==> src/status_map.svh <==
// Purpose: offsets, field positions and reset values of the status reporting block
// Assumes: included by the design modules, the assertions and the bench; the package does not include it
// Notes: the register port uses a small local address space, one entry per register
//
// Summary of operation
// - error-free decode with no enabled quality event reports bit 3 zero
// - status byte bit 4 while output data waits
// - two 16-bit condition registers, one 8-bit standard event register
// - condition rising edge sets event bit
// - reading event register clears it; events arriving that cycle survive
// - enable masks gate events into summary bits
// - enabled quality event asserts status bit 3
// - masked OR except bit 6 into bit 6
// - bit 6 set drives service request line
// - nonempty error queue sets status bit 3
// - normal-run unused bits always read zero
// - bit 5 waiting trigger, held while external trigger input low
// - bit 6 while transient function enabled
// - bit 8 voltage mode, bit 10 current mode
// - bits 9 and 12 event path only
// - bit 11 sample done, bit 14 list running
// - quality bit 0 current, bit 1 voltage mode
// - quality bit 3 thermal, bit 6 slave fault
// - bits 12,13 protection; with external reference either protection sets both
// - quality bit 14 while sinking load energy
// - quality unused bits always read zero
`ifndef STATUS_MAP_SVH
`define STATUS_MAP_SVH

`define ADDR_RUN_COND      4'h0
`define ADDR_RUN_EVENT     4'h1
`define ADDR_RUN_ENABLE    4'h2
`define ADDR_QUAL_COND     4'h3
`define ADDR_QUAL_EVENT    4'h4
`define ADDR_QUAL_ENABLE   4'h5
`define ADDR_STD_EVENT     4'h6
`define ADDR_STD_ENABLE    4'h7
`define ADDR_SRQ_STATUS    4'h8
`define ADDR_SRQ_ENABLE    4'h9

`define RUN_WTG_BIT        5
`define RUN_TRANS_ARM_BIT  6
`define RUN_CV_BIT         8
`define RUN_TRANS_DONE_BIT 9
`define RUN_CC_BIT         10
`define RUN_SAMPLE_BIT     11
`define RUN_LIST_DONE_BIT  12
`define RUN_LIST_RUN_BIT   14
`define RUN_COND_MASK      16'h5D60

`define QUAL_CUR_BIT       0
`define QUAL_VOLT_BIT      1
`define QUAL_THERM_BIT     3
`define QUAL_SLAVE_BIT     6
`define QUAL_VPROT_BIT     12
`define QUAL_CPROT_BIT     13
`define QUAL_SINK_BIT      14
`define QUAL_COND_MASK     16'h704B

`define STB_ERRQ_BIT       2
`define STB_QUAL_BIT       3
`define STB_MAV_BIT        4
`define STB_STD_BIT        5
`define STB_RQS_BIT        6
`define STB_RUN_BIT        7

`define RESET_WORD         16'h0000
`define RESET_BYTE         8'h00

`endif

==> src/status_pkg.sv <==
// Purpose: shared types of the status reporting block
// Assumes: nothing
// Notes: constants live in status_map.svh
package status_pkg;
  typedef logic [15:0] word_t;
  typedef logic [7:0]  byte_t;
  typedef logic [3:0]  reg_addr_t;
endpackage : status_pkg

==> src/event_latch.sv <==
// Purpose: edge-detecting event register with clear on read
// Assumes: cond comes from logic on mclk
// Notes: one instance per event register
`timescale 1ns/1ps
`include "status_map.svh"
module event_latch
  import status_pkg::*;
#(
  parameter int W = 16
) (
  input  wire logic         mclk,
  input  wire logic         sys_rst,
  input  wire logic [W-1:0] cond,
  input  wire logic [W-1:0] pulse,
  input  wire logic         rd_clear,
  output logic      [W-1:0] events
);
  logic [W-1:0] cond_prev;
  logic [W-1:0] rise;

  always_ff @(posedge mclk) begin
    if (sys_rst) begin
      cond_prev <= '0;
    end else begin
      cond_prev <= cond;
    end
  end

  assign rise = (cond & ~cond_prev) | pulse;

  always_ff @(posedge mclk) begin
    if (sys_rst) begin
      events <= '0;
    end else if (rd_clear) begin
      events <= rise;
    end else begin
      events <= events | rise;
    end
  end
endmodule : event_latch

==> src/status_reporting.sv <==
// Purpose: condition, event and enable registers feeding the status byte and service request
// Assumes: status inputs are raw pins or foreign logic, synchronised here; reads from mclk logic
// Notes: standard event bit meanings belong to the parser; only its byte is latched here
`timescale 1ns/1ps
`include "status_map.svh"
module status_reporting
  import status_pkg::*;
(
  input  wire logic      mclk,
  input  wire logic      sys_rst,
  input  wire logic      trig_enabled,
  input  wire logic      trig_external,
  input  wire logic      trig_in,
  input  wire logic      transient_armed,
  input  wire logic      transient_done,
  input  wire logic      volt_mode,
  input  wire logic      curr_mode,
  input  wire logic      sample_done,
  input  wire logic      list_done,
  input  wire logic      list_running,
  input  wire logic      thermal_fault,
  input  wire logic      slave_fault,
  input  wire logic      volt_protect,
  input  wire logic      curr_protect,
  input  wire logic      ext_ref_enabled,
  input  wire logic      sinking,
  input  wire logic      error_queue_nonempty,
  input  wire logic      output_data_waiting,
  input  wire logic [7:0] std_event_set,
  input  wire reg_addr_t reg_addr,
  input  wire logic      reg_rd,
  input  wire logic      reg_wr,
  input  wire logic [15:0] reg_wdata,
  output logic     [15:0] reg_rdata,
  output logic           reg_rvalid,
  output logic      [7:0] status_byte,
  output logic           srq
);
  localparam int NSYNC = 18;

  logic [NSYNC-1:0] sync_a;
  logic [NSYNC-1:0] sync_b;
  logic [NSYNC-1:0] raw;

  assign raw = {trig_enabled, trig_external, trig_in, transient_armed, transient_done,
                volt_mode, curr_mode, sample_done, list_done, list_running,
                thermal_fault, slave_fault, volt_protect, curr_protect,
                ext_ref_enabled, sinking, error_queue_nonempty, output_data_waiting};

  // two-stage synchronisers, first stage read only by the second
  always_ff @(posedge mclk) begin
    if (sys_rst) begin
      sync_a <= '0;
      sync_b <= '0;
    end else begin
      sync_a <= raw;
      sync_b <= sync_a;
    end
  end

  logic s_trig_en, s_trig_ext, s_trig_in, s_trans_arm, s_trans_done, s_cv, s_cc;
  logic s_sample, s_list_done, s_list_run, s_therm, s_slave, s_vprot, s_cprot;
  logic s_extref, s_sink, s_errq, s_mav;

  assign {s_trig_en, s_trig_ext, s_trig_in, s_trans_arm, s_trans_done, s_cv, s_cc,
          s_sample, s_list_done, s_list_run, s_therm, s_slave, s_vprot, s_cprot,
          s_extref, s_sink, s_errq, s_mav} = sync_b;

  // waiting-for-trigger holds through a low external trigger input
  logic waiting_trigger_flag;
  logic trig_held;

  always_ff @(posedge mclk) begin
    if (sys_rst) begin
      trig_held <= 1'b0;
    end else if (s_trig_ext && !s_trig_in && (s_trig_en || trig_held)) begin
      trig_held <= 1'b1;
    end else if (s_trig_in || !s_trig_ext) begin
      trig_held <= 1'b0;
    end
  end

  assign waiting_trigger_flag = s_trig_en | trig_held;

  word_t run_live;
  word_t qual_live;
  word_t run_pulse;
  logic  any_prot;

  assign any_prot = s_vprot | s_cprot;

  always_comb begin
    run_live = `RESET_WORD;
    run_live[`RUN_WTG_BIT]       = waiting_trigger_flag;
    run_live[`RUN_TRANS_ARM_BIT] = s_trans_arm;
    run_live[`RUN_CV_BIT]        = s_cv;
    run_live[`RUN_CC_BIT]        = s_cc;
    run_live[`RUN_SAMPLE_BIT]    = s_sample;
    run_live[`RUN_LIST_RUN_BIT]  = s_list_run;
    run_pulse = `RESET_WORD;
    run_pulse[`RUN_TRANS_DONE_BIT] = s_trans_done;
    run_pulse[`RUN_LIST_DONE_BIT]  = s_list_done;
  end

  always_comb begin
    qual_live = `RESET_WORD;
    qual_live[`QUAL_CUR_BIT]   = s_cc;
    qual_live[`QUAL_VOLT_BIT]  = s_cv;
    qual_live[`QUAL_THERM_BIT] = s_therm;
    qual_live[`QUAL_SLAVE_BIT] = s_slave;
    qual_live[`QUAL_VPROT_BIT] = s_vprot | (s_extref & any_prot);
    qual_live[`QUAL_CPROT_BIT] = s_cprot | (s_extref & any_prot);
    qual_live[`QUAL_SINK_BIT]  = s_sink;
  end

  // condition registers, registered for a stable readback
  word_t normal_run_condition;
  word_t signal_quality_condition;

  always_ff @(posedge mclk) begin
    if (sys_rst) begin
      normal_run_condition     <= `RESET_WORD;
      signal_quality_condition <= `RESET_WORD;
    end else begin
      normal_run_condition     <= run_live & `RUN_COND_MASK;
      signal_quality_condition <= qual_live & `QUAL_COND_MASK;
    end
  end

  word_t run_enable;
  word_t quality_enable_mask;
  byte_t std_enable;
  byte_t srq_enable;

  function automatic logic addr_is(input reg_addr_t a, input reg_addr_t target);
    addr_is = (a == target);
  endfunction : addr_is

  always_ff @(posedge mclk) begin
    if (sys_rst) begin
      run_enable          <= `RESET_WORD;
      quality_enable_mask <= `RESET_WORD;
      std_enable          <= `RESET_BYTE;
      srq_enable          <= `RESET_BYTE;
    end else if (reg_wr) begin
      if (addr_is(reg_addr, `ADDR_RUN_ENABLE)) begin
        run_enable <= reg_wdata;
      end
      if (addr_is(reg_addr, `ADDR_QUAL_ENABLE)) begin
        quality_enable_mask <= reg_wdata;
      end
      if (addr_is(reg_addr, `ADDR_STD_ENABLE)) begin
        std_enable <= reg_wdata[7:0];
      end
      if (addr_is(reg_addr, `ADDR_SRQ_ENABLE)) begin
        srq_enable <= reg_wdata[7:0];
      end
    end
  end

  word_t run_events;
  word_t qual_events;
  byte_t std_events;

  // event bits 9 and 12 reach only the event path, as level pulses
  event_latch #(.W(16)) u_run_events (
    .mclk     (mclk),
    .sys_rst  (sys_rst),
    .cond     (run_live & `RUN_COND_MASK),
    .pulse    (run_pulse),
    .rd_clear (reg_rd && addr_is(reg_addr, `ADDR_RUN_EVENT)),
    .events   (run_events)
  );

  event_latch #(.W(16)) u_qual_events (
    .mclk     (mclk),
    .sys_rst  (sys_rst),
    .cond     (qual_live & `QUAL_COND_MASK),
    .pulse    (`RESET_WORD),
    .rd_clear (reg_rd && addr_is(reg_addr, `ADDR_QUAL_EVENT)),
    .events   (qual_events)
  );

  event_latch #(.W(8)) u_std_events (
    .mclk     (mclk),
    .sys_rst  (sys_rst),
    .cond     (`RESET_BYTE),
    .pulse    (std_event_set),
    .rd_clear (reg_rd && addr_is(reg_addr, `ADDR_STD_EVENT)),
    .events   (std_events)
  );

  // status byte assembled from masked summaries plus the unmasked error queue and data-waiting bits
  byte_t next_status;
  logic  next_rqs;

  always_comb begin
    next_status = `RESET_BYTE;
    next_status[`STB_ERRQ_BIT] = s_errq;
    // error-free decode leaves s_errq low, so bit 3 reads zero unless an enabled quality event is latched
    next_status[`STB_QUAL_BIT] = (|(qual_events & quality_enable_mask)) | s_errq;
    next_status[`STB_MAV_BIT]  = s_mav;
    next_status[`STB_STD_BIT]  = |(std_events & std_enable);
    next_status[`STB_RUN_BIT]  = |(run_events & run_enable);
    next_rqs = |(next_status & srq_enable & ~(8'h01 << `STB_RQS_BIT));
    next_status[`STB_RQS_BIT] = next_rqs;
  end

  always_ff @(posedge mclk) begin
    if (sys_rst) begin
      status_byte <= `RESET_BYTE;
      srq         <= 1'b0;
    end else begin
      status_byte <= next_status;
      srq         <= next_rqs;
    end
  end

  // read data one cycle after the strobe; unmapped addresses read zero
  always_ff @(posedge mclk) begin
    if (sys_rst) begin
      reg_rdata  <= `RESET_WORD;
      reg_rvalid <= 1'b0;
    end else begin
      reg_rvalid <= reg_rd;
      if (reg_rd) begin
        case (reg_addr)
          `ADDR_RUN_COND:    reg_rdata <= normal_run_condition;
          `ADDR_RUN_EVENT:   reg_rdata <= run_events;
          `ADDR_RUN_ENABLE:  reg_rdata <= run_enable;
          `ADDR_QUAL_COND:   reg_rdata <= signal_quality_condition;
          `ADDR_QUAL_EVENT:  reg_rdata <= qual_events;
          `ADDR_QUAL_ENABLE: reg_rdata <= quality_enable_mask;
          `ADDR_STD_EVENT:   reg_rdata <= {8'h00, std_events};
          `ADDR_STD_ENABLE:  reg_rdata <= {8'h00, std_enable};
          `ADDR_SRQ_STATUS:  reg_rdata <= {8'h00, status_byte};
          `ADDR_SRQ_ENABLE:  reg_rdata <= {8'h00, srq_enable};
          default:           reg_rdata <= `RESET_WORD;
        endcase
      end
    end
  end
endmodule : status_reporting

==> config.mk <==
export PLATFORM = sky130hd
export DESIGN_NAME = status_reporting
export DESIGN_NICKNAME = d
export VERILOG_FILES = /design/src/status_pkg.sv /design/src/event_latch.sv /design/src/status_reporting.sv
export VERILOG_INCLUDE_DIRS = /design/src
export SDC_FILE = /design/constraint.sdc
export NUM_CORES = 1
export LEC_CHECK = 0
export ABC_AREA = 1
export BUFFER_PORTS_ARGS = -buffer_cell sky130_fd_sc_hd__buf_2
export CORE_AREA = 2 2 155 96
export CTS_BUF_LIST = sky130_fd_sc_hd__clkbuf_4
export CTS_CLUSTER_SIZE = 12
export DETAILED_ROUTE_END_ITERATION = 10
export DIE_AREA = 0 0 157 98
export PLACE_DENSITY_LB_ADDON = 0.2
export REMOVE_ABC_BUFFERS = 1
export SYNTH_ARGS = -nofsm -noshare
export SYNTH_HDL_FRONTEND = slang
export SYNTH_SLANG_ARGS = --single-unit
==> constraint.sdc <==
create_clock -name mclk -period 1.83 [get_ports mclk]
set_input_delay 0.183 -clock mclk [delete_from_list [all_inputs] [get_ports mclk]]
set_output_delay 0.183 -clock mclk [all_outputs]
set_load 0.01 [all_outputs]
==> impl_metrics.csv, run 1 <==
group,metric,value,unit
run_status,status,"finished clean",
synthesis,syn_area_per_cell,7.38,um2
grt,grt_pass1_wl,25.3,mm
finish,syn2layout_area_growth,23.6,%
clock_network,cts_hold_buf,42,
drt,antenna_left,0,
clock_network,post_cts_buffers,0,
synthesis,ys_top_cells_by_area,"dfxtp_1 52%, nand2_1 10%, a21oi_1 8.0%",
hold_path,hp-class,"in -> reg",
floorplanning,start_util,0.392,
sta,finalCriticalPeriod,1.36,ns
sta,fin_setup_tns,0,ns
worst_setup_path,timing.critical_path.cells,"buf_2",
worst_setup_path,critPathBufInv,1,
power_and_ir_drop,p_leak,2.93,nW
synthesis,synth.largest_area_cell,"dfxtp_1",
clock_network,clockBufferDepth,2,
worst_setup_path,rrSetupSlack,0.51,ns
grt,grtUsageTotal,0.215,
clock_network,clock_sinks,142,
synthesis,synth-seq-cells,142,
worst_setup_path,slowest_stage,"dfxtp_1",
synthesis,yosys.area.top_type_share,0.515,
drt,routed_wl,15.9,mm
job,cap_violations,0,
worst_setup_path,crit_type,"reg -> out",
worst_setup_path,cpPeakStageDelay,0.46,ns
clock_network,htreeDepth,4,
worst_setup_path,cp-end-kind,"output port",
floorplanning,core,0.0141,mm2
synthesis,synth_ff_type,"dfxtp_1",
sta,rsz0062_at_grt,"no",
grt,grt_max_degree,49,
sta,hold_violations,0,
finish,layout-drive-gt1-share,0.164,
sta,max_freq,0.738,GHz
sta,worst_pin_slew,0.523,ns
clock_network,cts_buffers,17,
clock_network,ctsResizeCount,0,
grt,grt_overflow_total,0,
clock_network,cts_tree,"built",
sta,slew_violations,0,
power_and_ir_drop,p_per_area,850,mW/mm2
synthesis,ys_seq_area_frac,0.515,
drt,via_per_inst,4.77,
worst_setup_path,cp_top_family,"flip-flops",
synthesis,synth_cells,747,
worst_setup_path,worst-path-max-fanout,2,
drt,drtPass1Iterations,6,
clock_network,clkLatencyLatePin,0.54,ns
sta,skew,0.0188,ns
drt,num_vias,5137,
floorplanning,die_w,157,um
clock_network,cts.clk_slew.worst_paths,0.13,ns
place,gp_congestion,0.916,
floorplanning,die_y,98,um
grt,grt_pass1_vias,4739,
drt,drtIter0Drc,450,
power_and_ir_drop,peakVddDrop,420,uV
finish,nNetsFinal,916,
drt,wl_per_cell,14.8,um
clock_network,clockRootBuffer,"clkbuf_4",
sta,setup_viol,0,
worst_setup_path,cp.arrival,1.17,ns
synthesis,async_reset_ff_frac,0,
worst_setup_path,cp.required,1.65,ns
place,port_buffers,73,
sta,maxSlewHeadroom,0.651,
worst_setup_path,cp-start-kind,"flip-flop",
place,dp_hpwl,11.4,mm
floorplanning,die-area,0.0154,mm2
drt,drc,0,
grt,antenna_found_initial,0,
sta,finalCritPeriodShare,0.741,
floorplanning,num_rows,34,
synthesis,synth_commonest_cells,"154 x nand2_1, 142 x dfxtp_1, 97 x nor2_1",
synthesis,synth_most_common_cell,"nand2_1",
synthesis,ys_warn_count,0,
synthesis,synthesis.area,0.00552,mm2
finish,insertedDiodeCount,0,
synthesis,synth.distinct_cells,27,
floorplanning,ioPinCount,76,
synthesis,synth_edf_count,0,
power_and_ir_drop,power,5.80,mW
state kept, by name, summed over array words and instances (netlist names):
signal and flops:
run_enable 16, status_byte 6, u_qual_events.events 7, quality_enable_mask 16, sync_b 18, std_enable 8
sync_a 18, u_run_events.cond_prev 6, u_qual_events.cond_prev 5, reg_rvalid 1, u_run_events.events 8, srq_enable 8
u_std_events.events 8, reg_rdata 16, trig_held 1
kinds of logic after synthesis:
kind of cell | share of synthesized area
AOI/OAI and AO/OA | 0.149
other | 0.000680
and+or+nand+nor | 0.235
DFF | 0.515
buffers and inverters | 0.0991
per-stage QoR:
step	utilization	worst slack, ns	cell area (um2)	hold slack (ns)	std cells
4_1_cts	0.484	0.480	6820	0.0544	1077
5_1_grt	0.484	0.429	6820	0.0476	1077
6_report	0.484	0.475	6820	0.0534	1077
2_1_floorplan	-	0.469	5360	0.252	715
3_3_place_gp	0.434	0.265	6110	0.373	1003
3_5_place_dp	0.434	0.262	6110	0.381	1003
where the power goes:
group	internal [mW]	total (mW)	switching, mW	leakage (nW)
Sequential	3.19	3.25	0.0566	1.16
Combinational	0.202	0.495	0.293	1.62
Clock	0.850	2.05	1.20	0.149
cells in the final DEF, fill, tap and decap left out, drive strengths merged, types with 4 or more instances in the layout:
cell         instances
nand2              160
dfxtp              142
nor2               106
inv                105
buf                 90
a21oi               88
o21ai               62
dlygate4sd3         42
nand3               41
clkbuf              19
clkinv               6
o22ai                4
cell type report:
class                           instances  area (um2)
Fill cell                            1452        7260
Clock inverter                         13         139
Multi-Input combinational cell        470        2130
Inverter                              103         387
Sequential cell                       142        2840
Timing Repair Buffer                  132         928
Clock buffer                           19         143
Tap cell                              198         248
worst reg2reg max path: cells and delay by family (launching register included):
family,cells,cell delay (ns)
simple gates,7,0.74
flops,1,0.33
buf+inv,1,0.15
path summary, 6_finish.rpt:
check | to | depth (start not counted) | start
min | reg_rdata[4]$_SDFFE_PP0P_ | 3 | sys_rst
min reg2reg | trig_held$_SDFFE_PP0P_ | 1 | sync_b[15]$_SDFF_PP0_
max | status_byte[5] | 1 | status_byte[5]$_SDFF_PP0_
max reg2reg | status_byte[6]$_SDFF_PP0_ | 8 | sync_b[1]$_SDFF_PP0_
metal layers:
metal | wire (um) | vias to the layer above | GRT usage
li1 | - | 2583 | -
met1 | 8240 | 2340 | 0.334
met2 | 6250 | 201 | 0.293
met3 | 1300 | 13 | 0.0550
met4 | 118 | 0 | 0.0494
met5 | 0 | - | 0
(Power assumes the default switching activity.)
==> run 2, diff against run 1 <==
==> constraint.sdc (replaced) <==
create_clock -name mclk -period 1.4 [get_ports mclk]
set_input_delay 0.14 -clock mclk [delete_from_list [all_inputs] [get_ports mclk]]
set_output_delay 0.14 -clock mclk [all_outputs]
set_load 0.01 [all_outputs]
==> impl_metrics.csv, run 2 (same netlist as run 1, synthesis figures left out) <==
group,metric,value,unit
run_status,status,"finished clean",
worst_setup_path,critPathBufInv,1,
place,port_buffers,73,
job,cap_violations,0,
finish,layout_common_cells,"154 x nand2_1, 142 x dfxtp_1, 97 x nor2_1",
hold_path,min_from,"sys_rst",
finish,largestRegisters,"sync_a: 18 flops, sync_b: 18 flops",
place,place_ws,-0.0236,ns
floorplanning,die_y,98,um
worst_setup_path,cp.required,1.26,ns
grt,antenna_found_initial,0,
drt,antenna_left,0,
grt,grt_max_degree,55,
clock_network,cts_tree,"built",
place,dp_hpwl,11.3,mm
drt,via_per_inst,4.73,
floorplanning,start_util,0.392,
clock_network,clock_sinks,142,
sta,holdWs,0.0608,ns
drt,num_vias,5216,
sta,maxSlewHeadroom,0.637,
sta,hold_violations,0,
finish,fillers,1418,
sta,max_freq,0.780,GHz
finish,post-route-util,0.500,
clock_network,post_cts_buffers,0,
power_and_ir_drop,power,7.44,mW
sta,worst_pin_slew,0.544,ns
sta,layout_setup_ws,0.118,ns
worst_setup_path,slowest_stage,"dfxtp_1",
clock_network,htreeDepth,4,
finish,final_common_cell,"nand2_1",
grt,grt_pass1_vias,4923,
worst_setup_path,cp-start-kind,"flip-flop",
finish,nNetsFinal,942,
place,dp_cells,1029,
floorplanning,ioPinCount,76,
power_and_ir_drop,p_per_area,1060,mW/mm2
clock_network,cts_buffers,17,
hold_path,hp-class,"in -> reg",
drt,drc,0,
finish,layout-drive-gt1-share,0.189,
finish,postLayoutCellArea,0.00704,mm2
worst_setup_path,timing.critical_path.cells,"buf_2",
sta,finalCritPeriodShare,0.915,
grt,grt_overflow_total,0,
finish,insertedDiodeCount,0,
worst_setup_path,cp.arrival,1.14,ns
drt,routed_wl,15.7,mm
finish,regArea,0.00284,mm2
sta,slew_violations,0,
drt,drtPass1Iterations,5,
sta,rsz0062_at_grt,"no",
sta,setup_viol,0,
place,gp_congestion,0.923,
finish,final_cells,1102,
finish,syn2layout_area_growth,27.7,%
floorplanning,num_rows,34,
drt,wl_per_cell,14.3,um
sta,skew,0.0206,ns
clock_network,cts.clk_slew.worst_paths,0.14,ns
place,place_area,0.00636,mm2
sta,fin_setup_tns,0,ns
floorplanning,core,0.0141,mm2
sta,finalCriticalPeriod,1.28,ns
worst_setup_path,worst-path-max-fanout,2,
power_and_ir_drop,p_leak,3.07,nW
drt,drtIter0Drc,408,
worst_setup_path,rr_startpoint,"sync_b[1]$_SDFF_PP0_",
power_and_ir_drop,peakVddDrop,543,uV
grt,grtUsageTotal,0.214,
grt,grt_pass1_wl,25.3,mm
worst_setup_path,cp_top_family,"flip-flops",
clock_network,clkLatencyLatePin,0.53,ns
floorplanning,die_w,157,um
worst_setup_path,cp-end-kind,"output port",
worst_setup_path,startpoint,"reg_rdata[6]$_SDFFE_PP0P_",
finish,multiInputGateArea,0.00213,mm2
worst_setup_path,crit_type,"reg -> out",
floorplanning,die-area,0.0154,mm2
worst_setup_path,cpPeakStageDelay,0.45,ns
clock_network,clockRootBuffer,"clkbuf_4",
clock_network,clockBufferDepth,2,
[run 2: changes by cell type in the layout (fill, tap and decap cells not counted)]
| cell | before | now |
|---|---|---|
| buf_4 | 17 | 39 |
| buf_12 | 1 | 5 |
| clkbuf_4 | 19 | 17 |
| clkinv_4 | 0 | 2 |
| inv_6 | 3 | 5 |
| a21oi_1 | 88 | 87 |
| a21oi_2 | 0 | 1 |
| bufinv_16 | 2 | 1 |
| clkinv_1 | 3 | 2 |
| clkinvlp_4 | 3 | 2 |
[run 2: area by class of cell]
type	instances	share of cell area
Sequential cell	142	0.404
Multi-Input combinational cell	470	0.303
Clock buffer	17	0.0181
Inverter	103	0.0549
Clock inverter	14	0.0188
Timing Repair Buffer	158	0.167
Tap cell	198	0.0352
[run 2: layer usage]
metal | routed length [um] | part of all wire | global-route usage | vias up
met5 | 0 | 0 | 0 | -
met4 | 79 | 0.0050 | 0.0452 | 0
met3 | 1150 | 0.073 | 0.0546 | 11
met2 | 6240 | 0.40 | 0.301 | 170
met1 | 8240 | 0.52 | 0.327 | 2398
li1 | - | - | - | 2637
[run 2: path summary, 6_finish.rpt]
| kind | slack, ns | depth (start not counted) | end |
|---|---|---|---|
| max | 0.12 | 1 | reg_rdata[6] |
| min | 0.06 | 3 | reg_rdata[11]$_SDFFE_PP0P_ |
| max reg2reg | 0.14 | 8 | status_byte[6]$_SDFF_PP0_ |
| min reg2reg | 0.39 | 2 | sync_b[2]$_SDFF_PP0_ |
[run 2: timing repair]
| item | CTS | global route |
|---|---|---|
| gates resized for setup | 0 | 1 |
| hold endpoints to repair | 73 | 0 |
| setup endpoints to repair | 0 | 1 |
| hold buffers | 42 | 0 |
[run 2: power by group]
group	switching, mW	internal, mW
Combinational	0.388	0.301
Clock	1.60	0.905
Sequential	0.0724	4.17
Total	2.06	5.38
